[src/rtl/pgp_defines.vh]
// Register offsets, field positions and reset values of the port block
`ifndef PGP_DEFINES_VH
`define PGP_DEFINES_VH

// ****************************************************************
// Register byte addresses (index times four)
// ****************************************************************
`define PGP_IDX_DATA      8'h02
`define PGP_IDX_DIR       8'hf6
`define PGP_IDX_CFG       8'hf7
`define PGP_ADDR_DATA     12'h008
`define PGP_ADDR_DIR      12'h3d8
`define PGP_ADDR_CFG      12'h3dc

// ****************************************************************
// Field positions of the port-3 configuration register
// ****************************************************************
`define PGP_CFG_PUSHPULL  0
`define PGP_CFG_ANALOG    1
`define PGP_CFG_AMP_EN    2

// ****************************************************************
// Reset values
// ****************************************************************
`define PGP_DIR_RST       8'hff
`define PGP_CFG_RST       3'h0
`define PGP_CFG_RSVD      5'h1f
`define PGP_OUT_RST       8'hff

// ****************************************************************
// AXI responses
// ****************************************************************
`define PGP_RESP_OKAY     2'h0
`define PGP_RESP_SLVERR   2'h2

`endif

[src/rtl/pgp_sync.v]
// Two-flop synchroniser for a bus of pin inputs
`timescale 1ns/1ps

module pgp_sync #(
    parameter WIDTH = 8
) (
    // Clock and reset
    input  wire             aclk,
    input  wire             aresetn,
    // Raw and synchronised levels
    input  wire [WIDTH-1:0] din,
    output reg  [WIDTH-1:0] dout
);

    reg [WIDTH-1:0] meta_r;  // First stage, read only by second

    // ****************************************************************
    // Synchroniser stages
    // ****************************************************************
    // Both stages clear on reset
    always @(posedge aclk) begin
        if (!aresetn) begin
            meta_r <= {WIDTH{1'b0}};
            dout   <= {WIDTH{1'b0}};
        end else begin
            meta_r <= din;
            dout   <= meta_r;
        end
    end

endmodule

[src/rtl/pgp_port.v]
// Port-2 bidirectional port and port-3 input configuration, AXI4-Lite
//
// The AXI4-Lite slave port was chosen for this implementation.
`timescale 1ns/1ps
`include "pgp_defines.vh"


module pgp_port (
    // Clock and reset
    input  wire        aclk,
    input  wire        aresetn,
    // Stop-mode recovery reset pulse
    input  wire        stop_mode_recovery,
    // AXI4-Lite write address
    input  wire [11:0] s_axi_awaddr,
    input  wire        s_axi_awvalid,
    output wire        s_axi_awready,
    // AXI4-Lite write data
    input  wire [31:0] s_axi_wdata,
    input  wire [3:0]  s_axi_wstrb,
    input  wire        s_axi_wvalid,
    output wire        s_axi_wready,
    // AXI4-Lite write response
    output reg  [1:0]  s_axi_bresp,
    output reg         s_axi_bvalid,
    input  wire        s_axi_bready,
    // AXI4-Lite read address
    input  wire [11:0] s_axi_araddr,
    input  wire        s_axi_arvalid,
    output wire        s_axi_arready,
    // AXI4-Lite read data
    output reg  [31:0] s_axi_rdata,
    output reg  [1:0]  s_axi_rresp,
    output reg         s_axi_rvalid,
    input  wire        s_axi_rready,
    // Port-2 pins
    input  wire [7:0]  port2_pin_i,
    output reg  [7:0]  port2_pin_o,
    output reg  [7:0]  port2_pin_oe,
    // Port-3 low input pins
    input  wire [3:0]  port3_pin_i,
    // Digital port-3 inputs to the core
    output reg  [3:0]  port3_digital,
    // Analog routing controls
    output reg  [3:0]  port3_comp_sel,
    output reg         first_comparator_en,
    output reg         amp_en
);

    // ****************************************************************
    // Storage
    // ****************************************************************
    // Direction and config change only on a bus write or system
    // reset; nothing else in the block may touch them.
    reg  [7:0] port2_pin_data_r;      // Output latch, written by software
    reg  [7:0] port2_pin_direction_r; // One means input
    reg  [2:0] port3_input_config_r;  // Writable low config bits
    reg  [11:0] aw_addr_r;            // Captured write address
    reg         aw_have_r;            // Write address held
    reg  [31:0] w_data_r;             // Captured write data
    reg  [3:0]  w_strb_r;             // Captured byte enables
    reg         w_have_r;             // Write data held
    wire [7:0]  port2_sync;           // Synchronised pin levels
    wire [3:0]  port3_sync;           // Synchronised port-3 levels
    wire        wr_go;                // Both halves of a write present
    wire        rd_go;                // Read accepted this cycle

    // ****************************************************************
    // Address check shared by both channels
    // ****************************************************************
    // Codes: 0 unmapped, 1 data, 2 direction, 3 config. The write
    // commit, the write response and the read mux all use this one
    // decode, so they can never disagree about the map.
    function [1:0] pgp_decode;
        input [11:0] addr;
        begin
            if (addr == `PGP_ADDR_DATA)
                pgp_decode = 2'h1;
            else if (addr == `PGP_ADDR_DIR)
                pgp_decode = 2'h2;
            else if (addr == `PGP_ADDR_CFG)
                pgp_decode = 2'h3;
            else
                pgp_decode = 2'h0;
        end
    endfunction

    // ****************************************************************
    // Pin input synchronisers
    // ****************************************************************
    // Pins are asynchronous to aclk; two stages keep a metastable
    // level away from the read mux and routing logic, at the cost of
    // two cycles of latency on every pin read.
    pgp_sync #(
        .WIDTH (8)
    ) u_sync_p2 (
        .aclk    (aclk),
        .aresetn (aresetn),
        .din     (port2_pin_i),
        .dout    (port2_sync)
    );

    // Port-3 lines go through a second synchroniser
    pgp_sync #(
        .WIDTH (4)
    ) u_sync_p3 (
        .aclk    (aclk),
        .aresetn (aresetn),
        .din     (port3_pin_i),
        .dout    (port3_sync)
    );

    // ****************************************************************
    // Write channel handshake
    // ****************************************************************
    // Each half is taken while its holding slot is empty and no
    // response waits, so address and data may arrive in any order.
    assign s_axi_awready = !aw_have_r && !s_axi_bvalid;
    assign s_axi_wready  = !w_have_r && !s_axi_bvalid;
    assign wr_go         = aw_have_r && w_have_r && !s_axi_bvalid;

    // The response is decided from the held address, so a write to an
    // unmapped offset still completes and reports a slave error.
    // Capture write halves and issue the response
    always @(posedge aclk) begin
        if (!aresetn) begin
            aw_addr_r    <= 12'h000;
            aw_have_r    <= 1'b0;
            w_data_r     <= 32'h0000_0000;
            w_strb_r     <= 4'h0;
            w_have_r     <= 1'b0;
            s_axi_bvalid <= 1'b0;
            s_axi_bresp  <= `PGP_RESP_OKAY;
        end else begin
            if (s_axi_awvalid && s_axi_awready) begin
                aw_addr_r <= s_axi_awaddr;
                aw_have_r <= 1'b1;
            end
            if (s_axi_wvalid && s_axi_wready) begin
                w_data_r <= s_axi_wdata;
                w_strb_r <= s_axi_wstrb;
                w_have_r <= 1'b1;
            end
            if (wr_go) begin
                // Both halves in hand: commit and answer
                aw_have_r    <= 1'b0;
                w_have_r     <= 1'b0;
                s_axi_bvalid <= 1'b1;
                if (pgp_decode(aw_addr_r) == 2'h0)
                    s_axi_bresp <= `PGP_RESP_SLVERR;
                else
                    s_axi_bresp <= `PGP_RESP_OKAY;
            end else if (s_axi_bvalid && s_axi_bready) begin
                // Response taken: the next write may be accepted
                s_axi_bvalid <= 1'b0;
            end
        end
    end

    // ****************************************************************
    // Register file
    // ****************************************************************
    // Stop-mode recovery deliberately touches no register here: the
    // direction and config bits must keep their values through it.
    always @(posedge aclk) begin
        if (!aresetn) begin
            port2_pin_data_r      <= `PGP_OUT_RST;
            port2_pin_direction_r <= `PGP_DIR_RST;
            port3_input_config_r  <= `PGP_CFG_RST;
        // Only byte lane 0 carries register bits
        end else if (wr_go && w_strb_r[0]) begin
            case (pgp_decode(aw_addr_r))
                2'h1: begin
                    // Latch only shows on pins set as outputs
                    port2_pin_data_r <= w_data_r[7:0];
                end
                2'h2: begin
                    // A zero bit turns its pin into an output
                    port2_pin_direction_r <= w_data_r[7:0];
                end
                2'h3: begin
                    // Upper bits are not stored at all
                    port3_input_config_r <= w_data_r[2:0];
                end
                default: begin
                    // Unmapped: nothing stored
                end
            endcase
        end
    end
    // The recovery input is sampled nowhere on purpose

    // ****************************************************************
    // Read channel
    // ****************************************************************
    // One read in flight: a new address waits until the data held in
    // the output register has been taken.
    assign s_axi_arready = !s_axi_rvalid;
    assign rd_go         = s_axi_arvalid && s_axi_arready;

    // Read data comes from a register, one cycle after the address
    always @(posedge aclk) begin
        if (!aresetn) begin
            s_axi_rvalid <= 1'b0;
            s_axi_rdata  <= 32'h0000_0000;
            s_axi_rresp  <= `PGP_RESP_OKAY;
        end else if (rd_go) begin
            s_axi_rvalid <= 1'b1;
            s_axi_rresp  <= `PGP_RESP_OKAY;
            case (pgp_decode(s_axi_araddr))
                2'h1: begin
                    // Live pin level, input or output alike
                    s_axi_rdata <= {24'h000000, port2_sync};
                end
                2'h2: begin
                    // Direction bits read back as written
                    s_axi_rdata <= {24'h000000, port2_pin_direction_r};
                end
                2'h3: begin
                    s_axi_rdata <= {24'h000000, `PGP_CFG_RSVD,
                                    port3_input_config_r};
                end
                default: begin
                    // Unmapped offset: zero data, slave error
                    s_axi_rdata <= 32'h0000_0000;
                    s_axi_rresp <= `PGP_RESP_SLVERR;
                end
            endcase
        end else if (s_axi_rvalid && s_axi_rready) begin
            s_axi_rvalid <= 1'b0;
        end
    end

    // ****************************************************************
    // Port-2 pin drive
    // ****************************************************************
    // Drive value mirrors the data latch; the enable decides whether
    // the pin is driven at all. Open-drain outputs are never driven
    // high, so the far side or a pull-up sets a released one.
    // Both outputs are registered, one edge behind the registers.
    always @(posedge aclk) begin
        if (!aresetn) begin
            port2_pin_o  <= 8'h00;
            port2_pin_oe <= 8'h00;
        end else begin
            // Drive value follows the latch
            port2_pin_o <= port2_pin_data_r;
            if (port3_input_config_r[`PGP_CFG_PUSHPULL]) begin
                // Push-pull: every output pin driven both ways
                port2_pin_oe <= ~port2_pin_direction_r;
            end else begin
                // Open-drain: drive only the zeros
                port2_pin_oe <= ~port2_pin_direction_r &
                                ~port2_pin_data_r;
            end
        end
    end

    // ****************************************************************
    // Port-3 input routing
    // ****************************************************************
    // Registered so the routing outputs come from flip-flops
    // Controls follow a config write one edge later
    always @(posedge aclk) begin
        if (!aresetn) begin
            port3_digital       <= 4'h0;
            port3_comp_sel      <= 4'h0;
            first_comparator_en <= 1'b0;
            amp_en              <= 1'b0;
        end else begin
            // Amplifier follows bit 2 alone
            amp_en <= port3_input_config_r[`PGP_CFG_AMP_EN];
            if (!port3_input_config_r[`PGP_CFG_ANALOG]) begin
                // Digital mode passes levels through
                port3_digital       <= port3_sync;
                // No line is handed to a comparator
                port3_comp_sel      <= 4'h0;
                first_comparator_en <= 1'b0;
            end else begin
                // Digital view forced low while lines are analog
                port3_digital <= 4'h0;
                // Line one goes to comparator only without amp
                port3_comp_sel <= {2'h3,
                    ~port3_input_config_r[`PGP_CFG_AMP_EN], 1'b1};
                // Amplifier takes the first comparator's place
                first_comparator_en <=
                    ~port3_input_config_r[`PGP_CFG_AMP_EN];
            end
        end
    end

endmodule

[config.mk]
export PLATFORM = sky130hd
export DESIGN_NAME = pgp_port
export DESIGN_NICKNAME = d
export VERILOG_FILES = /design/src/rtl/pgp_sync.v /design/src/rtl/pgp_port.v
export VERILOG_INCLUDE_DIRS = /design/src /design/src/rtl
export SDC_FILE = /design/constraint.sdc
export NUM_CORES = 1
export LEC_CHECK = 0
export ABC_CLOCK_PERIOD_IN_PS = 3300
export BUFFER_PORTS_ARGS = -buffer_cell sky130_fd_sc_hd__buf_2
export CAP_MARGIN = 10
export CORE_UTILIZATION = 53
export CTS_CLUSTER_DIAMETER = 80
export CTS_CLUSTER_SIZE = 24
export DETAILED_ROUTE_END_ITERATION = 7
export PLACE_DENSITY = 0.85
export REMOVE_ABC_BUFFERS = 1
export SLEW_MARGIN = 20
export SYNTH_ARGS = -nofsm -noshare
export SYNTH_HDL_FRONTEND = slang
export SYNTH_SLANG_ARGS = --single-unit
[constraint.sdc]
create_clock -name aclk -period 3.3 [get_ports aclk]
set_input_delay 0.66 -clock aclk [delete_from_list [all_inputs] [get_ports aclk]]
set_output_delay 0.66 -clock aclk [all_outputs]
set_load 0.01 [all_outputs]
==> key figures, run 1 <==
Status
  • Status: complete, no violations

Synthesis
  • Post-synthesis instance area: ~0.0040 mm^2
  • Number of flops mapped to enable cells by yosys: 0
  • Main synth FF type: dfxtp_1
  • Syn avg cell area: about 9.3 um^2
  • Post-synth ARST share: 0%
  • Yosys top cell by area: dfxtp_1
  • Synth Warn #: 0
  • Top-count cell post-synth: dfxtp_1
  • Yosys reg bits: between 100 and 150
  • Syn Inst Count: 427
  • Commonest cells post-synth: 101 x dfxtp_1, 68 x nand2_1, 41 x and2_1
  • Synth area leaders: dfxtp_1 51%, and2_1 6.4%, nand2_1 6.4%, buf_4 5.8%, a21boi_1 4.3%
  • Top cell type's share of synthesized area: approximately 50%
  • Yosys cell types: 39
  • Seq/Total Area, Yosys: between 50% and 60%

Timing
  • Setup Total Neg Slack: 0 ns
  • Hold Vio Cnt, Final: 0
  • Crit share post-route: 55.3%
  • Tmin final: 1.83 ns
  • Rel. slew slack: between 40% and 50%
  • Max Slew Vio Count: 0
  • Fmax: 548 MHz
  • Tightest Pin Transition: between 0.7 and 0.8 ns
  • Final Setup Violations: 0
  • Clk_skew: around 0.0091 ns
  • Final worst slack: about 1.5 ns
  • RSZ-0062 raised after global routing: false
  • Worst hold slack: 0.434 ns

Place
  • PortBufs: about 90
  • Dpl hpwl: ~5300 um
  • Placer congestion estimate: between 0.8 and 0.9
  • Cell Area, Placed: around 0.0043 mm^2
  • Post-placement worst setup slack: 1.31 ns

GRT
  • Initial antenna violation count: 0
  • Total grt overflow: 0
  • Vias in the first global route: between 2000 and 3000
  • GRT Max-Usage Layer: met2
  • Total track usage: approximately a fifth
  • Met3 usage: 3.82%
  • Met1 GRT Util: 25.5%
  • First-pass GRT wire length: roughly 12000 um
  • Largest net degree at the start of global routing: 53
  • GR Layer Usage met2: a little under a third

Critical path
  • CP Capture Type: flip-flop
  • Worst reg2reg startpoint: aw_addr_r[0]$_SDFFE_PN0P_
  • Arrival time worst endpoint: about 2.1 ns
  • WP data required: between 3 and 4 ns
  • Crit Path Max Fanout: 16
  • Startpoint type of the worst setup path: flip-flop
  • Kind of critical path: flip-flop to flip-flop
  • Setup crit start: aw_addr_r[0]$_SDFFE_PN0P_

Clock tree
  • # resized after CTS: 0
  • Hold_buf cts: 0
  • Clock Path Buffers: 2
  • H-tree levels: 3
  • Post CTS Setup Buffer Count: 0
  • Worst-Skew Late Latency: roughly 0.35 ns
  • Root buffer cell: clkbuf_8
  • CTS clk-pin slew, worst paths: 0.09 ns
  • CTS sink cnt: ~100
  • CTS tree: done
  • TritonCTS Buffers: 9

Job
  • Number of max-cap violations: 0

Power and ir drop
  • VDD IR max: roughly 0.31 mV
  • Clock network power share: approximately 34%
  • Pleak: 1.98 nW
  • Sequential power share: a little under three fifths
  • Switching Power: roughly 0.55 mW
  • Pwr/cell area: about 500 mW/mm^2
  • Switching Share: approximately a quarter
  • Combinational Power Share: under 10%
  • Power Internal: about 1.7 mW
  • Power Total: around 2.3 mW

Finish
  • Fraction of layout cells with a size suffix above 1: 23.2%
  • Area Overhead vs Synth: 14.0%
  • Design Area, Final: around 0.0045 mm^2
  • Ant. Diodes: 0
  • Nets: about 580

Floorplanning
  • Io pins: roughly 150
  • Die ar.: between 0.007 and 0.008 mm^2
  • Initial core utilization: 54.9%
  • Die Ht: a little under 90 um
  • Std-Cell Rows: 31
  • Floorplan Core Area: between 0.007 and 0.008 mm^2
  • Die X: 88.7 um

Hold path
  • Hold Path Class: flip-flop to flip-flop
  • Hold wc startpoint: u_sync_p3.dout[3]$_SDFF_PN0_

Routing
  • Post-DR wirelength/cell: 12.4 um
  • Vias per cell: ~5
  • Detailed-route wire length: around 7500 um
  • TritonRoute pass-1 iters: 4
  • Post-route ant nets: 0
  • Vias: 2999
  • DR iter-0 viols: between 150 and 200
  • DRC errors left: 0
==> final timing paths <==
kind	to	slack, ns	depth (start not counted)
min	port3_digital[3]$_SDFF_PP0_	0.43	1
max reg2reg	port3_input_config_r[1]$_SDFFE_PN0P_	1.47	4
max	port3_input_config_r[1]$_SDFFE_PN0P_	1.47	4
min reg2reg	port3_digital[3]$_SDFF_PP0_	0.43	1
==> cell families after synthesis <==
group / synth area share [%]
muxes: 1.01
buffers and inverters: 9.59
other: 0.0942
AOI/OAI and AO/OA: 13.1
and+or+nand+nor: 25.4
DFF: 50.8
==> power by group through the flow <==
stage          clock (mW)  sequential, mW  combinational [mW]
2_1_floorplan           0            1.32               0.105
3_3_place_gp            0            1.31               0.191
3_5_place_dp            0            1.32               0.196
4_1_cts             0.786            1.29               0.197
5_1_grt             0.836            1.29               0.222
6_report            0.773            1.29               0.196
==> registers in the layout (all words and copies together) (netlist names), 3 cells and up <==
register / count
u_sync_p2.dout: 8
port3_input_config_r: 3
aw_addr_r: 12
port3_digital: 4
u_sync_p3.meta_r: 4
port2_pin_oe: 8
port2_pin_direction_r: 8
w_data_r: 8
u_sync_p3.dout: 4
port2_pin_o: 8
s_axi_rdata: 8
port2_pin_data_r: 8
u_sync_p2.meta_r: 8
==> worst max-delay path, stage by stage, from the launching register on <==
cell	delay (ns)
dfxtp_1	0.34
nor4b_4	0.39
and4_1	0.64
nand3_4	0.18
mux2i_1	0.16
==> layout make-up <==
cell class              instances  area (um^2)
flip-flops and latches        101         2020
fillers                       651         2720
repair buffers                 93          480
well taps                      99          124
clock buffers                  10          138
clock inverters                 6         62.6
multi-input cells             288         1670
inverters                      11         41.3
==> metrics by stage <==
stage	std cells	utilization (%)
after global placement	592	59.8
after floorplan	400	-
after global routing	608	62.6
final	608	62.6
after CTS	608	62.6
after detailed placement	592	59.8
==> routing by layer <==
metal | share of wire [%] | wire length (um) | vias up
met5 | 0 | 0 | -
met4 | 1.3 | 100 | 0
met3 | 5.1 | 381 | 9
met2 | 48 | 3590 | 87
met1 | 46 | 3460 | 1370
li1 | - | - | 1533
==> layout by cell type (no fill, tap or decap) <==
master	count
buf_2	92
nand3_4	1
nor2b_1	5
nand3_1	31
a21boi_0	4
buf_12	1
nand2b_1	3
nand3_2	1
clkinv_2	2
nor2_1	15
a21o_1	5
o2111ai_1	5
inv_1	11
a21oi_1	11
conb_1	26
o211ai_1	7
o221a_1	3
o21a_1	1
o21ai_0	9
dfxtp_1	101
clkbuf_8	10
and3b_2	1
a21oi_2	1
o211a_1	1
nor3_4	1
nor4b_4	1
and2_1	41
mux2i_1	4
nor2_2	1
and4_1	1
nor4_4	1
nand4b_1	8
o41ai_1	3
nand2_1	68
bufinv_16	1
nand4_4	1
a21boi_1	23
and3_1	5
clkinvlp_4	3
Note: power is estimated with default switching activity, not from simulation.
==> run 2: changes to the inputs <==
--- a/config.mk
+++ b/config.mk
@@ -6,14 +6,14 @@
 export SDC_FILE = /design/constraint.sdc
 export NUM_CORES = 1
 export LEC_CHECK = 0
-export ABC_CLOCK_PERIOD_IN_PS = 3300
+export ABC_CLOCK_PERIOD_IN_PS = 1600
 export BUFFER_PORTS_ARGS = -buffer_cell sky130_fd_sc_hd__buf_2
 export CAP_MARGIN = 10
-export CORE_UTILIZATION = 53
+export CORE_UTILIZATION = 44
 export CTS_CLUSTER_DIAMETER = 80
 export CTS_CLUSTER_SIZE = 24
 export DETAILED_ROUTE_END_ITERATION = 7
-export PLACE_DENSITY = 0.85
+export PLACE_DENSITY = 0.75
 export REMOVE_ABC_BUFFERS = 1
 export SLEW_MARGIN = 20
 export SYNTH_ARGS = -nofsm -noshare
==> constraint.sdc (replaced) <==
create_clock -name aclk -period 1.6 [get_ports aclk]
set_input_delay 0.32 -clock aclk [delete_from_list [all_inputs] [get_ports aclk]]
set_output_delay 0.32 -clock aclk [all_outputs]
set_load 0.01 [all_outputs]
==> run 2 against run 1 <==
Against the previous run: via count increased by 2.6%; fmax increased by 20%; cell area increased by 2.8%; combinational power increased by 120%; clock-buffer cell count increased by 2; critical path type unchanged; global-route usage decreased by 3.0 points; die area increased by 20%.
==> key figures, run 2 (synthesized netlist as in run 1, its figures left out) <==
Clock tree
  • CTS sink cnt: approximately 100
  • Hold_buf cts: 0
  • TritonCTS Buffers: 9
  • CTS tree: done
  • CTS clk-pin slew, worst paths: 0.09 ns
  • H-tree levels: 3
  • Worst-Skew Late Latency: between 0.3 and 0.4 ns
  • Clock Path Buffers: 2
  • Root buffer cell: clkbuf_8

Place
  • PortBufs: slightly above 90
  • Cell Area, Placed: between 0.004 and 0.005 mm^2
  • Placed Cells incl. Taps: 611
  • Dpl hpwl: roughly 5800 um
  • Post-placement worst setup slack: roughly 0.047 ns
  • Placer congestion estimate: roughly 0.83

Routing
  • Vias: just over 3000
  • DRC errors left: 0
  • TritonRoute pass-1 iters: 5
  • Vias per cell: a little under 5
  • Detailed-route wire length: 7980 um
  • Post-DR wirelength/cell: about 13 um
  • Post-route ant nets: 0
  • DR iter-0 viols: about 120

Floorplanning
  • Die Ht: around 97 um
  • Floorplan Core Area: 0.00872 mm^2
  • Initial core utilization: between 40% and 50%
  • Std-Cell Rows: 34
  • Io pins: about 150
  • Die X: just under 100 um
  • Die ar.: between 0.009 and 0.01 mm^2

Timing
  • Fmax: approximately 660 MHz
  • Final Setup Violations: 0
  • Worst hold slack: roughly 0.15 ns
  • Crit share post-route: roughly 95%
  • Final worst slack: 0.0835 ns
  • Max Slew Vio Count: 0
  • Tmin final: between 1.5 and 2 ns
  • Hold Vio Cnt, Final: 0
  • RSZ-0062 raised after global routing: true
  • Clk_skew: 0.00886 ns

GRT
  • First-pass GRT wire length: ~13000 um
  • Total grt overflow: 0
  • Total track usage: between 15 and 20%
  • Vias in the first global route: 2788
  • Initial antenna violation count: 0
  • Largest net degree at the start of global routing: 28

Job
  • Number of max-cap violations: 0

Power and ir drop
  • Power Internal: about 3.4 mW
  • VDD IR max: a little under 0.4 mV
  • Sequential power share: 57.7%
  • Combinational Power Share: 9.4%
  • Pleak: between 2 and 2.5 nW
  • Pwr/cell area: between 900 and 1000 mW/mm^2
  • Clock network power share: around a third
  • Switching Share: 25.3%
  • Switching Power: between 1 and 1.5 mW

Finish
  • Top reg by flops: aw_addr_r
  • Fraction of layout cells with a size suffix above 1: ~25%
  • Design Area, Final: roughly 0.0047 mm^2
  • Commonest non-fill, non-tap cell in the layout: dfxtp_1
  • Area Overhead vs Synth: 17.2%
  • Finished Layout Cells: 630
  • Register area: ~0.0020 mm^2
  • Max reg flops: 12
  • Ant. Diodes: 0
  • Nets: around 600
  • Filler cell count: 798
  • Highest-count cells in the layout ignoring fill and taps: 100 x dfxtp_1, 92 x buf_2, 68 x nand2_1
  • Area of the multi-input gates: around 0.0017 mm^2

Critical path
  • Crit Path Max Fanout: 15
  • Kind of critical path: flip-flop to flip-flop
  • Startpoint type of the worst setup path: flip-flop
  • WP data required: 1.86 ns
  • CP Capture Type: flip-flop
  • Arrival time worst endpoint: between 1.5 and 2 ns

Status
  • Status: complete, no violations

Hold path
  • Hold Path Class: input port to flip-flop
[run 2: cell count changes in the layout (fill, tap and decap cells not counted), sizes merged]
cell	change
clkinvlp	-1
bufinv	-1
buf	+13
clkbuf	+2
[run 2: power by group through the flow]
stage | sequential (mW) | clock (mW) | combinational, mW
after floorplan | 2.71 | 0 | 0.217
after global placement | 2.71 | 0 | 0.421
after detailed placement | 2.71 | 0 | 0.432
after CTS | 2.65 | 1.54 | 0.433
after global routing | 2.66 | 1.63 | 0.480
final | 2.65 | 1.51 | 0.433
[run 2: path summary, 6_finish.rpt]
path	from	end	slack (ns)	cells after the start
worst max register to register	aw_addr_r[5]$_SDFFE_PN0P_	port3_input_config_r[2]$_SDFFE_PN0P_	0.08	5
worst min-delay path	port2_pin_i[0]	u_sync_p2.meta_r[0]$_SDFF_PN0_	0.15	2
worst min register to register	u_sync_p3.dout[0]$_SDFF_PN0_	port3_digital[0]$_SDFF_PP0_	0.43	1
worst max-delay path	aw_addr_r[5]$_SDFFE_PN0P_	port3_input_config_r[2]$_SDFFE_PN0P_	0.08	5
[run 2: cell type report]
cell class	instances	share of cell area [%]
Multi-Input combinational cell	288	35.9
Inverter	11	0.885
Tap cell	108	2.90
Sequential cell	101	43.4
Clock buffer	12	3.33
Timing Repair Buffer	106	12.9
Clock inverter	4	0.698
[run 2: timing repair]
item,CTS,global route
buffers inserted,0,3
setup endpoints to repair,0,10
resized for setup,0,2
[run 2: routing by layer]
layer	global-route usage, %	wire length, um	up-vias
met2	28.0	3770	105
met3	4.10	495	18
met1	19.2	3470	1399
met5	0	0	-
li1	-	-	1554
met4	10.6	246	0
[run 2: worst max-delay path: stages (launching register included)]
cell and delay [ns]:
dfxtp_2 0.34, nor4b_4 0.38, and4_4 0.30, buf_12 0.14, nand3_4 0.10, mux2i_1 0.14
[run 2: per-stage QoR]
| stage | setup TNS, ns | power [mW] | util, % |
|---|---|---|---|
| finish | 0 | 4.60 | 53.5 |
| global route | -0.0223 | 4.77 | 53.5 |
| CTS | 0 | 4.62 | 53.2 |
| detailed placement | 0 | 3.14 | 51.0 |
| global placement | 0 | 3.13 | 51.0 |
| floorplan | 0 | 2.93 | - |
